### config.mk
export PLATFORM = sky130hd
export DESIGN_NAME = ubg_baud_gen
export DESIGN_NICKNAME = d
export VERILOG_FILES = /design/src/ubg_pkg.sv /design/src/ubg_baud_gen.sv
export SDC_FILE = /design/constraint.sdc
export NUM_CORES = 1
export LEC_CHECK = 0
export BUFFER_PORTS_ARGS = -buffer_cell sky130_fd_sc_hd__buf_2
export CELL_PAD_IN_SITES_DETAIL_PLACEMENT = 2
export CELL_PAD_IN_SITES_GLOBAL_PLACEMENT = 2
export CORE_MARGIN = 10
export CORE_UTILIZATION = 42
export CTS_BUF_LIST = sky130_fd_sc_hd__clkbuf_2 sky130_fd_sc_hd__clkbuf_4 sky130_fd_sc_hd__clkbuf_8
export CTS_CLUSTER_DIAMETER = 200
export DETAILED_ROUTE_END_ITERATION = 10
export HOLD_SLACK_MARGIN = 0.03
export MAX_ROUTING_LAYER = met4
export PLACE_DENSITY = 0.83
export SLEW_MARGIN = 20
export SYNTH_ARGS = -nofsm -noshare
export SYNTH_HDL_FRONTEND = slang
export SYNTH_SLANG_ARGS = --single-unit
### constraint.sdc
create_clock -name clk -period 2.6 [get_ports clk]
set_input_delay 0 -clock clk [delete_from_list [all_inputs] [get_ports clk]]
set_output_delay 0 -clock clk [all_outputs]
set_load 0.03 [all_outputs]
### src/ubg_pkg.sv
// Purpose: Constants for the serial port mode and baud rate generator
// Assumes: Core clock is clk; one machine cycle per core clock
// Notes: Register addresses are byte addresses on the plain register port
`default_nettype none
package ubg_pkg;
  // Register addresses
  localparam logic [7:0] ADDR_POWER_CTRL = 8'h87;
  localparam logic [7:0] ADDR_TIMER_RUN = 8'h88;
  localparam logic [7:0] ADDR_TIMER_MODE = 8'h89;
  localparam logic [7:0] ADDR_T1_RELOAD = 8'h8D;
  localparam logic [7:0] ADDR_SERIAL_CTRL = 8'h98;
  localparam logic [7:0] ADDR_SERIAL_BUF = 8'h99;
  localparam logic [7:0] ADDR_T2_CTRL = 8'hC8;
  localparam logic [7:0] ADDR_T2_RLD_LO = 8'hCA;
  localparam logic [7:0] ADDR_T2_RLD_HI = 8'hCB;
  localparam logic [7:0] ADDR_T2_CNT_LO = 8'hCC;
  localparam logic [7:0] ADDR_T2_CNT_HI = 8'hCD;
  // Field positions
  localparam int SC_MODE_HI = 7;
  localparam int SC_MODE_LO = 6;
  localparam int SC_RX_EN = 4;
  localparam int SC_RX_FLAG = 0;
  localparam int PC_DOUBLE = 7;
  localparam int TR_T1_RUN = 6;
  localparam int TM_T1_MODE_HI = 5;
  localparam int TM_T1_MODE_LO = 4;
  localparam logic [1:0] T1_AUTORELOAD = 2'h2;
  localparam int T2_FLAG = 7;
  localparam int T2_RCLK = 5;
  localparam int T2_TX_CLOCK_SOURCE_SELECT = 4;
  localparam int T2_RUN = 2;
  localparam int T2_CAP = 0;
  // Reset values
  localparam logic [7:0] REG_RESET = 8'h00;
  // Timing
  localparam int CORE_HZ = 10_000_000;
  localparam int SHIFT_DIV = 12;
  localparam int FIX_DIV_SLOW = 32;
  localparam int FIX_DIV_FAST = 16;
  localparam int OVF_PER_BIT = 16;
  localparam int T2_BAUD_PRESCALE = 2;
  localparam logic [3:0] SHIFT_LAST = 4'(SHIFT_DIV - 1);
  localparam logic [4:0] FIX_LAST_SLOW = 5'(FIX_DIV_SLOW - 1);
  localparam logic [4:0] FIX_LAST_FAST = 5'(FIX_DIV_FAST - 1);
  localparam logic [3:0] DIV_LAST = 4'(OVF_PER_BIT - 1);
  localparam int STRAP_SETTLE = 2;
  // Serial port modes
  typedef enum logic [1:0] {SM_SHIFT, SM_UART8, SM_UART9_FIX, SM_UART9_VAR} ubg_mode_t;
endpackage : ubg_pkg
`default_nettype wire

### src/ubg_baud_gen.sv
// Purpose: Serial port mode control, transfer start and baud rate generation
// Assumes: rx_done and strobe_level come from logic on clk; rxd_pin and strobe pin are async
// Notes: Bit enables are one-cycle pulses at the selected bit rate
// Functional notes
// - Both mode-select bits set selects variable-rate 9-bit mode.
// - Variable 9-bit mode frames as fixed 9-bit mode, rate from timer.
// - Any write to the serial buffer starts a transmission.
// - Shift mode receives when receive flag clear and receive enabled.
// - Async modes receive on a start bit, only while receive enabled.
// - Shift mode clock is core clock divided by twelve.
// - Fixed 9-bit rate is core clock over 32, or 16 when doubled.
// - Variable modes take rate from Timer 1, Timer 2, or one each.
// - Timer 1 rate is 2^double/32 times its overflow rate.
// - Sixteen selected timer ticks make one serial bit: Timer 2 overflows, or Timer 1 overflows, every second one unless doubled.
// - Timer 2 counts every two clocks while a baud generator.
// - Transmit or receive clock select puts Timer 2 in baud mode.
// - Transmit and receive rates may differ at the same time.
// - Timer 2 rate is core clock over 32 times (65536 - reload).
// - Timer 2 has a count byte pair and a reload byte pair.
// - Program strobe pin is an input until sampled after reset release, then an output.
// - Strobe pin low at reset enters download mode, else normal run.
// - A machine cycle, Timer 1 step, is one core clock period.
// - Timer 2 overflow flag is not set while in baud mode.
// - In baud mode capture select is ignored, reload every overflow.
`default_nettype none
module ubg_baud_gen
  import ubg_pkg::*;
(
  input wire logic clk,
  input wire logic nrst,
  input wire logic [7:0] bus_addr,
  input wire logic [7:0] bus_wdata,
  input wire logic bus_wr,
  input wire logic bus_rd,
  output logic [7:0] bus_rdata,
  input wire logic rxd_pin,
  input wire logic rx_done,
  input wire logic strobe_level,
  input wire logic program_strobe_pin_in,
  output logic program_strobe_pin_out,
  output logic program_strobe_pin_oe,
  output logic download_mode,
  output logic nine_bit_frame,
  output logic [7:0] tx_data,
  output logic tx_start,
  output logic rx_start,
  output logic tx_bit_en,
  output logic rx_bit_en
);

  typedef struct packed {
    logic [7:0] scon;
    logic [7:0] serial_buffer_reg;
    logic [7:0] power_control_reg;
    logic [7:0] timer_mode_reg;
    logic [7:0] trun;
    logic [7:0] timer2_control_reg;
    logic [7:0] t1_cnt;
    logic [7:0] t1_rld;
    logic t1_half;
    logic [15:0] t2_cnt;
    logic [15:0] t2_rld;
    logic t2_pre;
    logic [3:0] shift_cnt;
    logic [4:0] fix_cnt;
    logic [3:0] tx_div;
    logic [3:0] rx_div;
    logic rxd_s1;
    logic rxd_s2;
    logic rxd_prev;
    logic rx_busy;
    logic ps_s1;
    logic ps_s2;
    logic [1:0] ps_wait;
    logic ps_done;
    logic dl_mode;
    logic ps_out;
    logic [7:0] rdata;
    logic tx_start;
    logic rx_start;
    logic tx_bit;
    logic rx_bit;
  } ubg_state_t;

  localparam ubg_state_t RESET_STATE = '{rxd_s1: 1'b1, rxd_s2: 1'b1, rxd_prev: 1'b1,
                                        ps_s1: 1'b1, ps_s2: 1'b1, ps_out: 1'b1,
                                        default: '0};

  function automatic ubg_mode_t mode_of(input logic hi, input logic lo);
    return ubg_mode_t'({hi, lo});
  endfunction : mode_of

  ubg_state_t q;
  ubg_state_t d;
  ubg_mode_t mode;
  logic t2_baud;
  logic dbl;
  logic t1_ovf;
  logic t1_tick;
  logic t2_step;
  logic t2_ovf;
  logic t2_flag_set;
  logic shift_tick;
  logic fix_tick;
  logic [4:0] fix_last;
  logic tx_src;
  logic rx_src;
  logic tx_div_tick;
  logic rx_div_tick;

  always_comb begin
    d = q;
    d.tx_start = 1'b0;
    d.rx_start = 1'b0;
    d.tx_bit = 1'b0;
    d.rx_bit = 1'b0;
    d.rdata = REG_RESET;
    mode = mode_of(q.scon[SC_MODE_HI], q.scon[SC_MODE_LO]);
    t2_baud = q.timer2_control_reg[T2_RCLK] | q.timer2_control_reg[T2_TX_CLOCK_SOURCE_SELECT];
    dbl = q.power_control_reg[PC_DOUBLE];
    d.rxd_s1 = rxd_pin;
    d.rxd_s2 = q.rxd_s1;
    d.rxd_prev = q.rxd_s2;
    d.ps_out = strobe_level;

    // Timer 1: 8-bit autoreload, one step per core clock
    t1_ovf = 1'b0;
    if (q.trun[TR_T1_RUN] && q.timer_mode_reg[TM_T1_MODE_HI:TM_T1_MODE_LO] == T1_AUTORELOAD) begin
      if (q.t1_cnt == 8'hFF) begin
        t1_ovf = 1'b1;
        d.t1_cnt = q.t1_rld;
      end else begin
        d.t1_cnt = q.t1_cnt + 8'h01;
      end
    end
    if (t1_ovf) begin
      d.t1_half = ~q.t1_half;
    end
    t1_tick = t1_ovf && (dbl || q.t1_half);

    // Timer 2: halved step rate and forced reload in baud mode
    t2_ovf = 1'b0;
    t2_flag_set = 1'b0;
    t2_step = q.timer2_control_reg[T2_RUN] && (!t2_baud || q.t2_pre);
    if (q.timer2_control_reg[T2_RUN]) begin
      d.t2_pre = ~q.t2_pre;
    end
    if (t2_step) begin
      if (q.t2_cnt == 16'hFFFF) begin
        t2_ovf = 1'b1;
        if (t2_baud || !q.timer2_control_reg[T2_CAP]) begin
          d.t2_cnt = q.t2_rld;
        end else begin
          d.t2_cnt = 16'h0000;
        end
        t2_flag_set = !t2_baud;
      end else begin
        d.t2_cnt = q.t2_cnt + 16'h0001;
      end
    end

    // Fixed dividers
    shift_tick = q.shift_cnt >= SHIFT_LAST;
    d.shift_cnt = shift_tick ? 4'h0 : q.shift_cnt + 4'h1;
    fix_last = dbl ? FIX_LAST_FAST : FIX_LAST_SLOW;
    fix_tick = q.fix_cnt >= fix_last;
    d.fix_cnt = fix_tick ? 5'h00 : q.fix_cnt + 5'h01;

    // Per-direction overflow dividers
    tx_src = q.timer2_control_reg[T2_TX_CLOCK_SOURCE_SELECT] ? t2_ovf : t1_tick;
    rx_src = q.timer2_control_reg[T2_RCLK] ? t2_ovf : t1_tick;
    tx_div_tick = tx_src && q.tx_div == DIV_LAST;
    rx_div_tick = rx_src && q.rx_div == DIV_LAST;
    if (tx_src) begin
      d.tx_div = q.tx_div + 4'h1;
    end
    if (rx_src) begin
      d.rx_div = q.rx_div + 4'h1;
    end

    unique case (mode)
      SM_SHIFT: begin
        d.tx_bit = shift_tick;
        d.rx_bit = shift_tick;
      end
      SM_UART9_FIX: begin
        d.tx_bit = fix_tick;
        d.rx_bit = fix_tick;
      end
      SM_UART8, SM_UART9_VAR: begin
        d.tx_bit = tx_div_tick;
        d.rx_bit = rx_div_tick;
      end
    endcase

    // Reception start
    if (!q.rx_busy && q.scon[SC_RX_EN]) begin
      if (mode == SM_SHIFT ? !q.scon[SC_RX_FLAG] : (q.rxd_prev && !q.rxd_s2)) begin
        d.rx_start = 1'b1;
        d.rx_busy = 1'b1;
      end
    end
    if (rx_done) begin
      d.rx_busy = 1'b0;
    end

    // Register writes
    if (bus_wr) begin
      case (bus_addr)
        ADDR_POWER_CTRL: d.power_control_reg = bus_wdata;
        ADDR_TIMER_RUN: d.trun = bus_wdata;
        ADDR_TIMER_MODE: d.timer_mode_reg = bus_wdata;
        ADDR_T1_RELOAD: d.t1_rld = bus_wdata;
        ADDR_SERIAL_CTRL: d.scon = bus_wdata;
        ADDR_SERIAL_BUF: begin
          d.serial_buffer_reg = bus_wdata;
          d.tx_start = 1'b1;
        end
        ADDR_T2_CTRL: d.timer2_control_reg = bus_wdata;
        ADDR_T2_RLD_LO: d.t2_rld[7:0] = bus_wdata;
        ADDR_T2_RLD_HI: d.t2_rld[15:8] = bus_wdata;
        ADDR_T2_CNT_LO: d.t2_cnt[7:0] = bus_wdata;
        ADDR_T2_CNT_HI: d.t2_cnt[15:8] = bus_wdata;
        default: ;
      endcase
    end
    // Hardware sets win over software clears
    if (rx_done) begin
      d.scon[SC_RX_FLAG] = 1'b1;
    end
    if (t2_flag_set) begin
      d.timer2_control_reg[T2_FLAG] = 1'b1;
    end

    // Register reads, data in the following cycle only
    if (bus_rd) begin
      case (bus_addr)
        ADDR_POWER_CTRL: d.rdata = q.power_control_reg;
        ADDR_TIMER_RUN: d.rdata = q.trun;
        ADDR_TIMER_MODE: d.rdata = q.timer_mode_reg;
        ADDR_T1_RELOAD: d.rdata = q.t1_rld;
        ADDR_SERIAL_CTRL: d.rdata = q.scon;
        ADDR_SERIAL_BUF: d.rdata = q.serial_buffer_reg;
        ADDR_T2_CTRL: d.rdata = q.timer2_control_reg;
        ADDR_T2_RLD_LO: d.rdata = q.t2_rld[7:0];
        ADDR_T2_RLD_HI: d.rdata = q.t2_rld[15:8];
        ADDR_T2_CNT_LO: d.rdata = q.t2_cnt[7:0];
        ADDR_T2_CNT_HI: d.rdata = q.t2_cnt[15:8];
        default: d.rdata = REG_RESET;
      endcase
    end

    // Strap: pin is an input until sampled after reset release
    if (!q.ps_done) begin
      d.ps_s1 = program_strobe_pin_in;
      d.ps_s2 = q.ps_s1;
      if (q.ps_wait == 2'(STRAP_SETTLE)) begin
        d.ps_done = 1'b1;
        d.dl_mode = !q.ps_s2;
      end else begin
        d.ps_wait = q.ps_wait + 2'h1;
      end
    end
  end

  always_ff @(posedge clk or negedge nrst) begin
    if (!nrst) begin
      q <= RESET_STATE;
    end else begin
      q <= d;
    end
  end

  assign bus_rdata = q.rdata;
  assign program_strobe_pin_out = q.ps_out;
  assign program_strobe_pin_oe = q.ps_done;
  assign download_mode = q.dl_mode;
  assign nine_bit_frame = q.scon[SC_MODE_HI];
  assign tx_data = q.serial_buffer_reg;
  assign tx_start = q.tx_start;
  assign rx_start = q.rx_start;
  assign tx_bit_en = q.tx_bit;
  assign rx_bit_en = q.rx_bit;

  // Checks
  property p_mode3;
    @(posedge clk) disable iff (!nrst)
      (q.scon[SC_MODE_HI] && q.scon[SC_MODE_LO]) |-> (mode == SM_UART9_VAR) && nine_bit_frame;
  endproperty
  a_mode3: assert property (p_mode3) else $error("mode bits 11 not variable 9-bit");

  property p_var_rate;
    @(posedge clk) disable iff (!nrst)
      ($past(mode) == SM_UART9_VAR && !$past(q.timer2_control_reg[T2_TX_CLOCK_SOURCE_SELECT]) && tx_bit_en) |-> $past(t1_tick);
  endproperty
  a_var_rate: assert property (p_var_rate) else $error("mode 3 tx bit without timer tick");

  property p_tx_t2_rate;
    @(posedge clk) disable iff (!nrst)
      ($past(mode) inside {SM_UART8, SM_UART9_VAR} && $past(q.timer2_control_reg[T2_TX_CLOCK_SOURCE_SELECT]) && tx_bit_en)
        |-> $past(t2_ovf);
  endproperty
  a_tx_t2_rate: assert property (p_tx_t2_rate) else $error("tx not from timer 2");

  property p_rx_t1_rate;
    @(posedge clk) disable iff (!nrst)
      ($past(mode) inside {SM_UART8, SM_UART9_VAR} && !$past(q.timer2_control_reg[T2_RCLK]) && rx_bit_en)
        |-> $past(t1_tick);
  endproperty
  a_rx_t1_rate: assert property (p_rx_t1_rate) else $error("rx not from timer 1");

  property p_tx_start;
    @(posedge clk) disable iff (!nrst)
      (bus_wr && bus_addr == ADDR_SERIAL_BUF) |=> tx_start && tx_data == $past(bus_wdata);
  endproperty
  a_tx_start: assert property (p_tx_start) else $error("buffer write did not start tx");

  property p_rx_shift;
    @(posedge clk) disable iff (!nrst)
      (mode == SM_SHIFT && q.scon[SC_RX_EN] && !q.scon[SC_RX_FLAG] && !q.rx_busy) |=> rx_start;
  endproperty
  a_rx_shift: assert property (p_rx_shift) else $error("shift mode reception not started");

  property p_rx_async;
    @(posedge clk) disable iff (!nrst)
      (rx_start && $past(mode) != SM_SHIFT) |-> $past(q.scon[SC_RX_EN]) && $past(q.rxd_prev, 1)
        && !$past(q.rxd_s2);
  endproperty
  a_rx_async: assert property (p_rx_async) else $error("async reception without start bit");

  property p_shift_rate;
    @(posedge clk) disable iff (!nrst)
      ($past(mode) == SM_SHIFT && tx_bit_en) |-> $past(q.shift_cnt) == SHIFT_LAST;
  endproperty
  a_shift_rate: assert property (p_shift_rate) else $error("shift clock not divide by 12");

  property p_fix_rate;
    @(posedge clk) disable iff (!nrst)
      (tx_bit_en && $past(mode) == SM_UART9_FIX && $past(dbl) == $past(dbl, 2))
        |-> $past(q.fix_cnt) == ($past(dbl) ? FIX_LAST_FAST : FIX_LAST_SLOW);
  endproperty
  a_fix_rate: assert property (p_fix_rate) else $error("fixed 9-bit rate wrong");

  property p_t2_half;
    @(posedge clk) disable iff (!nrst)
      (t2_baud && q.timer2_control_reg[T2_RUN] && $past(t2_baud) && $past(q.timer2_control_reg[T2_RUN])
        && !$past(bus_wr) && !bus_wr && q.t2_cnt != $past(q.t2_cnt)) |=> $stable(q.t2_cnt);
  endproperty
  a_t2_half: assert property (p_t2_half) else $error("timer 2 stepped twice in a row");

  property p_no_flag;
    @(posedge clk) disable iff (!nrst)
      (t2_ovf && t2_baud && !q.timer2_control_reg[T2_FLAG] && !bus_wr) |=> !q.timer2_control_reg[T2_FLAG];
  endproperty
  a_no_flag: assert property (p_no_flag) else $error("overflow flag set in baud mode");

  property p_reload;
    @(posedge clk) disable iff (!nrst)
      (t2_ovf && t2_baud && !bus_wr) |=> q.t2_cnt == $past(q.t2_rld);
  endproperty
  a_reload: assert property (p_reload) else $error("baud overflow did not reload");

  property p_strap;
    @(posedge clk) disable iff (!nrst)
      $rose(q.ps_done) |-> program_strobe_pin_oe && download_mode == !$past(q.ps_s2);
  endproperty
  a_strap: assert property (p_strap) else $error("strap sample wrong");

  c_var_tx: cover property (@(posedge clk) disable iff (!nrst) mode == SM_UART9_VAR && tx_bit_en);
  c_t2_ovf: cover property (@(posedge clk) disable iff (!nrst) t2_ovf && t2_baud);
  c_rx_async: cover property (@(posedge clk) disable iff (!nrst) rx_start && mode == SM_UART8);
  c_dl: cover property (@(posedge clk) disable iff (!nrst) $rose(download_mode));

endmodule : ubg_baud_gen
`default_nettype wire

Word-level counts from Yosys, hierarchy flattened. Cells that the tools add are included.

Memory bits (writable): 0. Latch bits: 0. Bits in registers: 138. Input bits: 24. ROM bits: 0. Memories: 0.

Eq/ne operators: 20. Bitwise logic cells: 5. Muxes and demuxes: 42. Multipliers: 0. Shift operators: 0. Reductions and logical operators: 38. Order comparisons: 2. Div/mod/pow operators: 0. Add/sub/neg operators: 7.

Operators by type and width (number): $eq 8x8->1 const B (12); $mux 8 (11); $pmux 8 s11 (1); $mux 16 (3); $mux 41 (1); $mux 32 (1); $reduce_and 2->1 (14); $mux 1 (19); $add 16x1->16 const B (1); $eq 16x16->1 const B (1); $add 4x1->4 const B (3); $reduce_bool 2->1 (6); $mux 5 (2); $add 8x1->8 const B (1); $eq 2x2->1 const B (4); $eq 4x4->1 const B (2); $logic_and 1x1->1 (7); $logic_not 1->1 (6); $pmux 2 s3 (1); $add 5x1->5 const B (1); $ge 5x5->1 (1); $ge 4x4->1 const B (1); $mux 2 (2); $mux 4 (1); 7 further kinds (12).

Depth between registers and ports, before layout. Gate-level depths: netlist of the first run.

Depth after elaboration: 8. Depth in mapped cells: 8. Mapped depth without buffers: 6.

Worst setup path after synthesis of the first run. No wires, ideal clock.

Kind: register -> register. Start: register q[57] (netlist bit). End: register q[28] (netlist bit). Clock period less this slack: 2039 ps. Stages on the path, launching flop included: 8. Library setup time: 125 ps. Path slack: 561 ps. Required time: 2475 ps. Data arrival time: 1914 ps. Cells stage by stage: dfrtp_1 -> ha_1 -> clkbuf_1 -> nand4_1 -> or4_4 -> nor2_4 -> a21oi_2 -> mux2_4.

Word-level cells in the longest chain between the ends: 4.

RTL lines: start, declared (line ubg_baud_gen.sv:93) `ubg_state_t q;`; start signal, assigned (line ubg_baud_gen.sv:268) `q <= RESET_STATE;`; start signal, assigned (line ubg_baud_gen.sv:270) `q <= d;`; $eq 16x16->1 (line ubg_baud_gen.sv:149) `if (q.t2_cnt == 16'hFFFF) begin`; $mux 1 (line ubg_baud_gen.sv:149); $mux 1 (line ubg_baud_gen.sv:148) `if (t2_step) begin`; $mux 1 (line ubg_baud_gen.sv:170) `tx_src = q.timer2_control_reg[T2_TX_CLOCK_SOURCE_SELECT] ? t2_ovf : t1_tick;`.

Every way passes these cells. A chain may end at the register's enable or synchronous reset.

==> impl_results.md, run 1 <==
- Switching power: between 0.0015 and 0.002 W
- Clk root buf: clkbuf_8
- Worst-path clk slew: 0.08 ns
- Synth Area in Compound Gates: 0.1352
- Yosys warnings: 0
- TritonCTS buffer count: 17
- Post-cts resize count: 0
- Final Skew: 0.01511 ns
- Crit end category: register
- Avg Inst Size Synth: 11.06 µm²
- IO buf count: 47
- Most used DFF post-synth: dfrtp_1
- P_int: 0.003516 W
- Commonest non-fill, non-tap cell in the layout: dfrtp_1
- Die Ht: around 150 µm
- Final Hold Vio Count: 0
- Max-cap viol count: 0
- Vias: 5635
- Synth async-reset ratio: 1.000
- Largest net degree at the start of global routing: 91
- Starting Density: 0.4277
- Boundary Pins: 48
- Hold Startpoint: bus_wr
- Largest family of logic cells by synthesized area: simple AND/OR/NAND/NOR gates
- Commonest cells after routing, fill and taps aside: dfrtp_1 (132), nand2_1 (64), buf_2 (46), mux2_2 (40), nor2_1 (39)
- H-tree Lvls: 4
- Final setup fails: 0
- Core Rows: between 40 and 50
- Antenna cells: 0
- Total power divided by cell area: 650.1 nW/µm²
- R2R Path Start: q[57]$_DFF_PN0_
- DRC: 0
- ANT nets after route: 0
- Core Util, Final: 0.4781
- Worst hold path cell count: 3
- Seq pwr share: 0.495
- FF-to-FF path depth: 6
- Clock sinks: 138
- CTS Hold Bufs: 13
- Routed length per placed instance: 26.70 µm
- Final Power: 0.005136 W
- Detailed Route Iter0 Violations: 534
- Reg2reg setup slack: 0.25 ns
- Layout cells sized above 1: 0.2424
- Total grt overflow: 0
- Hold Crit Class: primary input to register
- Distinct cell type count of the synthesized netlist: 82
- Initial antenna violation count: 0
- Synth Area in Simple Gates: 0.1512
- Fmax: around 430 MHz
- Number of flops mapped to enable cells by yosys: 0
- Period utilisation layout: 0.9043
- Clock power frac: 0.351
- Die ar.: 22420 µm²
- Core Area: 16520 µm²
- Switching share of power: 0.3153
- CTS tree: yes
- Total GRT Usage: 0.2296
- Post-synthesis mux area share: 0.1450
- Die X: 149.7 µm
- Leak Pwr: 3.684 nW
- DRT Pass-1 Iters: 6
- Adder-Cell Fraction of Synth Area: 0.01416
- Xor-xnor portion of the synthesized cell area: 0.02107
- Vias in the first global route: 6274
- Synth Cell Area: 7068 µm²
- Hold worst-path end: q[130]$_DFFE_PN0P_
- Layout overhead on the synthesized area: 11.77%
- Routed vias/inst: 6.199
- First-pass GRT wire length: 38070 µm
- Combinational share of power: 0.154
- DRT Wirelength: 24270 µm
- Total negative setup slack: 0 ns
- Peak VDD IR: 0.3470 mV
- Max-slew violation count: 0
- Worst-Margin Slew: 1.075 ns
- Sequential area share after synthesis: 0.4896
- Status: completed
- Critical path type: register to register
- Slew HR: 0.2785
- RD Place Congestion: 0.9319
- RR Endpoint: q[65]$_DFF_PN0_
- Worst skew pair latency: 0.48 ns
- Fin nets: 708
- Final HPWL DP: 17110 µm
- CP Data Arrival Time: 2.75 ns
- Flops & latches, synth: 138
- Startpoint types: register
- Post-layout minimum cycle time: 2.351 ns
- Worst Path Required: 3.00 ns
- Mapped Cells: 639
- Syn Nets: 671
- CP Max Fanout: 8
- Post-CTS Setup Inserts: 0
- CTS max path bufs: 2
- RSZ-0062 raised after global routing: false
==> cells in the mapped netlist, types with 3 or more instances <==
cell type / instances / area, µm²
buf_2: 13 / 65.06
nand3_1: 17 / 85.08
a222oi_1: 8 / 80.08
a31oi_1: 6 / 37.54
a22oi_1: 8 / 60.06
o21a_1: 10 / 75.07
nor3b_1: 3 / 22.52
dfstp_2: 6 / 157.7
mux2_2: 40 / 450.4
clkbuf_1: 17 / 63.81
a21o_1: 4 / 30.03
xor2_1: 6 / 52.55
nor2b_1: 3 / 18.77
nor4_1: 3 / 18.77
a21oi_1: 16 / 80.08
nand2_1: 64 / 240.2
ha_1: 8 / 100.1
a221o_1: 7 / 70.07
mux2_4: 10 / 150.1
xnor2_1: 11 / 96.34
o2111ai_1: 3 / 26.28
a41oi_1: 3 / 26.28
mux2i_1: 12 / 120.1
o21ai_0: 13 / 65.06
a22o_1: 7 / 61.31
or2_2: 3 / 18.77
and2_0: 3 / 18.77
inv_1: 9 / 33.78
nor2_1: 39 / 146.4
mux2_1: 27 / 304.0
and3_1: 10 / 62.56
nor3_1: 6 / 30.03
dfrtp_1: 132 / 3303
buf_4: 18 / 135.1
nand4_1: 11 / 68.82
o22ai_1: 3 / 18.77
a211oi_1: 3 / 22.52
o21ai_1: 18 / 90.09
==> how the worst max path moves through the flow <==
| stage | from | endpoint | slack, ns | cells after the start |
|---|---|---|---|---|
| after floorplan | q[57]$_DFF_PN0_ | q[28]$_DFFE_PN0P_ | 0.56 | 7 |
| after global placement | q[57]$_DFF_PN0_ | q[65]$_DFF_PN0_ | 0.49 | 6 |
| after detailed placement | q[57]$_DFF_PN0_ | q[65]$_DFF_PN0_ | 0.34 | 6 |
| after CTS | q[57]$_DFF_PN0_ | q[65]$_DFF_PN0_ | 0.28 | 6 |
| after global routing | q[57]$_DFF_PN0_ | q[65]$_DFF_PN0_ | 0.09 | 6 |
| final | q[57]$_DFF_PN0_ | q[65]$_DFF_PN0_ | 0.25 | 6 |
==> power by group through the flow <==
| stage | Combinational [W] | Sequential (W) | Clock (W) |
|---|---|---|---|
| 2_1_floorplan | 0.000510 | 0.00249 | 0 |
| 3_3_place_gp | 0.000707 | 0.00255 | 0 |
| 3_5_place_dp | 0.000765 | 0.00257 | 0 |
| 4_1_cts | 0.000789 | 0.00253 | 0.00182 |
| 5_1_grt | 0.000871 | 0.00256 | 0.00192 |
| 6_report | 0.000793 | 0.00254 | 0.00180 |
==> layer usage <==
metal / vias to the layer above / GRT usage / part of all wire
met5: - / - / 0
met1: 2974 / 0.2829 / 0.43
li1: 2414 / - / -
met3: 52 / 0.03472 / 0.042
met2: 195 / 0.3667 / 0.49
met4: 0 / 0.1035 / 0.034
==> state kept, by name (all words and copies together), names as in the netlist, 2 cells and up <==
signal	count
bus_rdata	8
d	2
q	110
tx_data	8
==> area by class of cell <==
| cell class | count | area [µm²] |
|---|---|---|
| clock buffer | 24 | 311.5 |
| clock inverter | 8 | 85.08 |
| fill | 1668 | 8625 |
| inverter | 10 | 37.54 |
| multi-input combinational | 441 | 3298 |
| sequential | 138 | 3461 |
| tap | 220 | 275.3 |
| timing repair buffer | 68 | 431.7 |
==> metrics by stage <==
step	cells	area (µm²)	setup slack [ns]	hold slack [ns]
3_3_place_gp	864	7373	0.4931	0.1047
5_1_grt	909	7900	0.08825	0.09561
3_5_place_dp	864	7373	0.3446	0.1090
4_1_cts	909	7900	0.2753	0.06469
6_report	909	7900	0.2489	0.08389
2_1_floorplan	639	7068	0.5614	-0.2956
==> kinds of logic (layout without fill, tap and decap cells) <==
family | count (synthesis) | in the layout
buf+inv | 60 | 110
xor+xnor | 17 | 17
flops | 138 | 138
compound gates | 132 | 132
mux | 89 | 89
simple gates | 195 | 195
fa+ha+maj | 8 | 8
==> worst max-delay path: stages (launching register included) <==
cell and delay [ns]:
dfrtp_1 0.47, ha_1 0.38, nand4_1 0.21, nor4_2 0.58
nand3_1 0.26, and3_1 0.25, o21ai_1 0.13
(Power assumes the default switching activity.)
==> inputs of run 2 (changes only) <==
Settings changed: ABC_AREA set to 1, CORE_UTILIZATION 42 to 38.
==> run 2 against run 1 <==
Effect of this change: routed wire length increased by 3.5%; sequential cell count is the same; largest power group unchanged; clock skew grew 0.0014 ns.
==> impl_results.md, run 2 <==
- Max reg flops: 110
- Total power divided by cell area: 721.2 nW/µm²
- Worst-path clk slew: 0.08 ns
- Ranking of synthesized cells by area: dfrtp_1 (45%), nand2_1 (9.8%), nand3_1 (7.2%)
- Core Area: 18770 µm²
- Commonest cells after routing, fill and taps aside: nand2_1 (190), dfrtp_1 (132), nand3_1 (105), nor2_1 (77), inv_1 (75)
- Worst skew pair latency: 0.49 ns
- Syn Nets: just over 900
- ANT nets after route: 0
- Status: completed
- TritonCTS buffer count: 17
- CP Data Arrival Time: 2.45 ns
- Synth Cell Area: 7279 µm²
- Die Ht: 158.4 µm
- Max-slew violation count: 0
- First-pass GRT wire length: 40480 µm
- Final worst-path setup slack: 0.4856 ns
- Final setup fails: 0
- Fin nets: roughly 960
- Final Skew: ~0.016 ns
- IO buf count: 47
- RSZ-0062 raised after global routing: false
- Core Rows: 50
- Die X: roughly 160 µm
- Synth async-reset ratio: 1.000
- Commonest non-fill, non-tap cell in the layout: nand2_1
- Yosys warnings: 0
- Total grt overflow: 0
- Max-cap viol count: 0
- Fmax: 472.9 MHz
- Biggest register: q
- Number of flops mapped to enable cells by yosys: 0
- Top-count cell post-synth: nand2_1
- Boundary Pins: 48
- Total negative setup slack: 0 ns
- Starting Density: 0.3879
- Layout overhead on the synthesized area: 12.41%
- Synth cell count leaders: nand2_1 (190), dfrtp_1 (132), nand3_1 (105), nor2_1 (78), inv_1 (75)
- Antenna cells: 0
- Die ar.: 25090 µm²
- H-tree Lvls: 4
- Total GRT Usage: 0.2147
- Vias in the first global route: 7059
- Slew HR: 0.5082
- Sequential area share after synthesis: 0.4754
- DRT Wirelength: 25120 µm
- Mapped Cells: 881
- Setup WS pre-CTS: between 0.5 and 0.6 ns
- Crit end category: register
- Clk root buf: clkbuf_8
- Flops & latches, synth: 138
- Detailed Route Iter0 Violations: 474
- CP Max Fanout: 38
- Layout cells sized above 1: 0.1521
- Reg2reg setup slack: between 0.5 and 0.6 ns
- Routed vias/inst: 5.547
- Initial antenna violation count: 1
- Post-CTS Setup Inserts: 0
- Post-layout minimum cycle time: 2.114 ns
- DRT Pass-1 Iters: 5
- Most used DFF post-synth: dfrtp_1
- Largest net degree at the start of global routing: 59
- CTS max path bufs: 2
- Routed length per placed instance: 21.40 µm
- Clock sinks: 138
- Worst Path Required: 2.94 ns
- Synth top area share: 0.4538
- Startpoint types: primary input
- DRC: 0
- CTS tree: yes
- Final Hold Vio Count: 0
- Distinct cell type count of the synthesized netlist: 39
- Cell taking the most area after synthesis: dfrtp_1
- Worst-Margin Slew: 0.7353 ns
- Vias: ~6500
- Leak Pwr: 3.839 nW
- Avg Inst Size Synth: 8.263 µm²
- Peak VDD IR: roughly 0.35 mV
- Hold Crit Class: primary input to asynchronous set/reset pin
- Period utilisation layout: 0.8132
- Final HPWL DP: 17260 µm
- RD Place Congestion: 0.8191
- Critical path type: primary input to register
run 2: worst paths after layout:
| path | end | depth (start not counted) | startpoint |
|---|---|---|---|
| hold / removal | q[26]$_DFFE_PN0P_ | 2 | nrst |
| min in group clk | q[99]$_DFFE_PN0P_ | 3 | bus_wr |
| hold reg to reg | d[20]$_DFF_PN1_ | 0 | d[21]$_DFF_PN1_ |
| setup reg to reg | q[61]$_DFF_PN0_ | 10 | q[58]$_DFF_PN0_ |
| setup / recovery | q[48]$_DFFE_PN0P_ | 11 | bus_addr[5] |
| max in group asynchronous | q[47]$_DFFE_PN0P_ | 3 | nrst |
run 2: report_power, final:
part / leakage [nW] / internal [W] / switching (W) / total (W)
combinational: 1.84 / 0.000405 / 0.000699 / 0.00110
clock: 0.220 / 0.00107 / 0.00101 / 0.00207
sequential: 1.78 / 0.00240 / 0.000328 / 0.00273
run 2: area by class of cell:
cell class / instances / area [µm²]
inverter: 82 / 309.0
fill: 2121 / 10590
timing repair buffer: 72 / 479.2
tap: 234 / 292.8
clock inverter: 15 / 212.7
clock buffer: 17 / 234.0
sequential: 138 / 3461
multi-input combinational: 616 / 3194
run 2: kinds of logic (layout without fill, tap and decap cells):
family | Yosys count | count (layout) | share of synthesized area
flip-flops | 138 | 138 | 0.4754
AND/OR/NAND/NOR | 443 | 443 | 0.2864
adder cells (fa/ha/maj) | 8 | 8 | 0.01375
AO/OA/AOI/OAI | 151 | 151 | 0.1215
buffers and inverters | 127 | 186 | 0.08611
XOR/XNOR | 14 | 14 | 0.01684
run 2: worst max-delay path, cell delays in order:
cell and delay [ns]:
dlygate4sd3_1 0.53, buf_2 0.15, inv_1 0.08, nand2_1 0.16, nor2_2 0.13, buf_4 0.39
nand2_1 0.15, inv_2 0.20, nand2_1 0.37, nand2_1 0.18, o21ai_0 0.11
run 2: routing by layer:
metal,track usage,part of all wire
met5,-,0
met4,0.06925,0.021
met3,0.04506,0.037
met2,0.3542,0.51
met1,0.2583,0.44
run 2: repair_timing:
| item | in CTS | in global routing |
|---|---|---|
| hold buffers | 15 | 0 |
| gates resized for setup | 0 | 0 |
| endpoints found under the hold margin | 146 | 0 |
run 2: per-stage QoR:
step | cells | power, W | hold slack, ns | cell area (µm²) | utilization
floorplan | 881 | 0.003421 | -0.2956 | 7279 | -
global placement | 1127 | 0.003763 | 0.03010 | 7586 | 0.4042
detailed placement | 1127 | 0.003821 | 0.02619 | 7586 | 0.4042
CTS | 1174 | 0.005935 | 0.05572 | 8183 | 0.4360
global route | 1174 | 0.006240 | 0.06703 | 8183 | 0.4360
finish | 1174 | 0.005901 | 0.05206 | 8183 | 0.4360
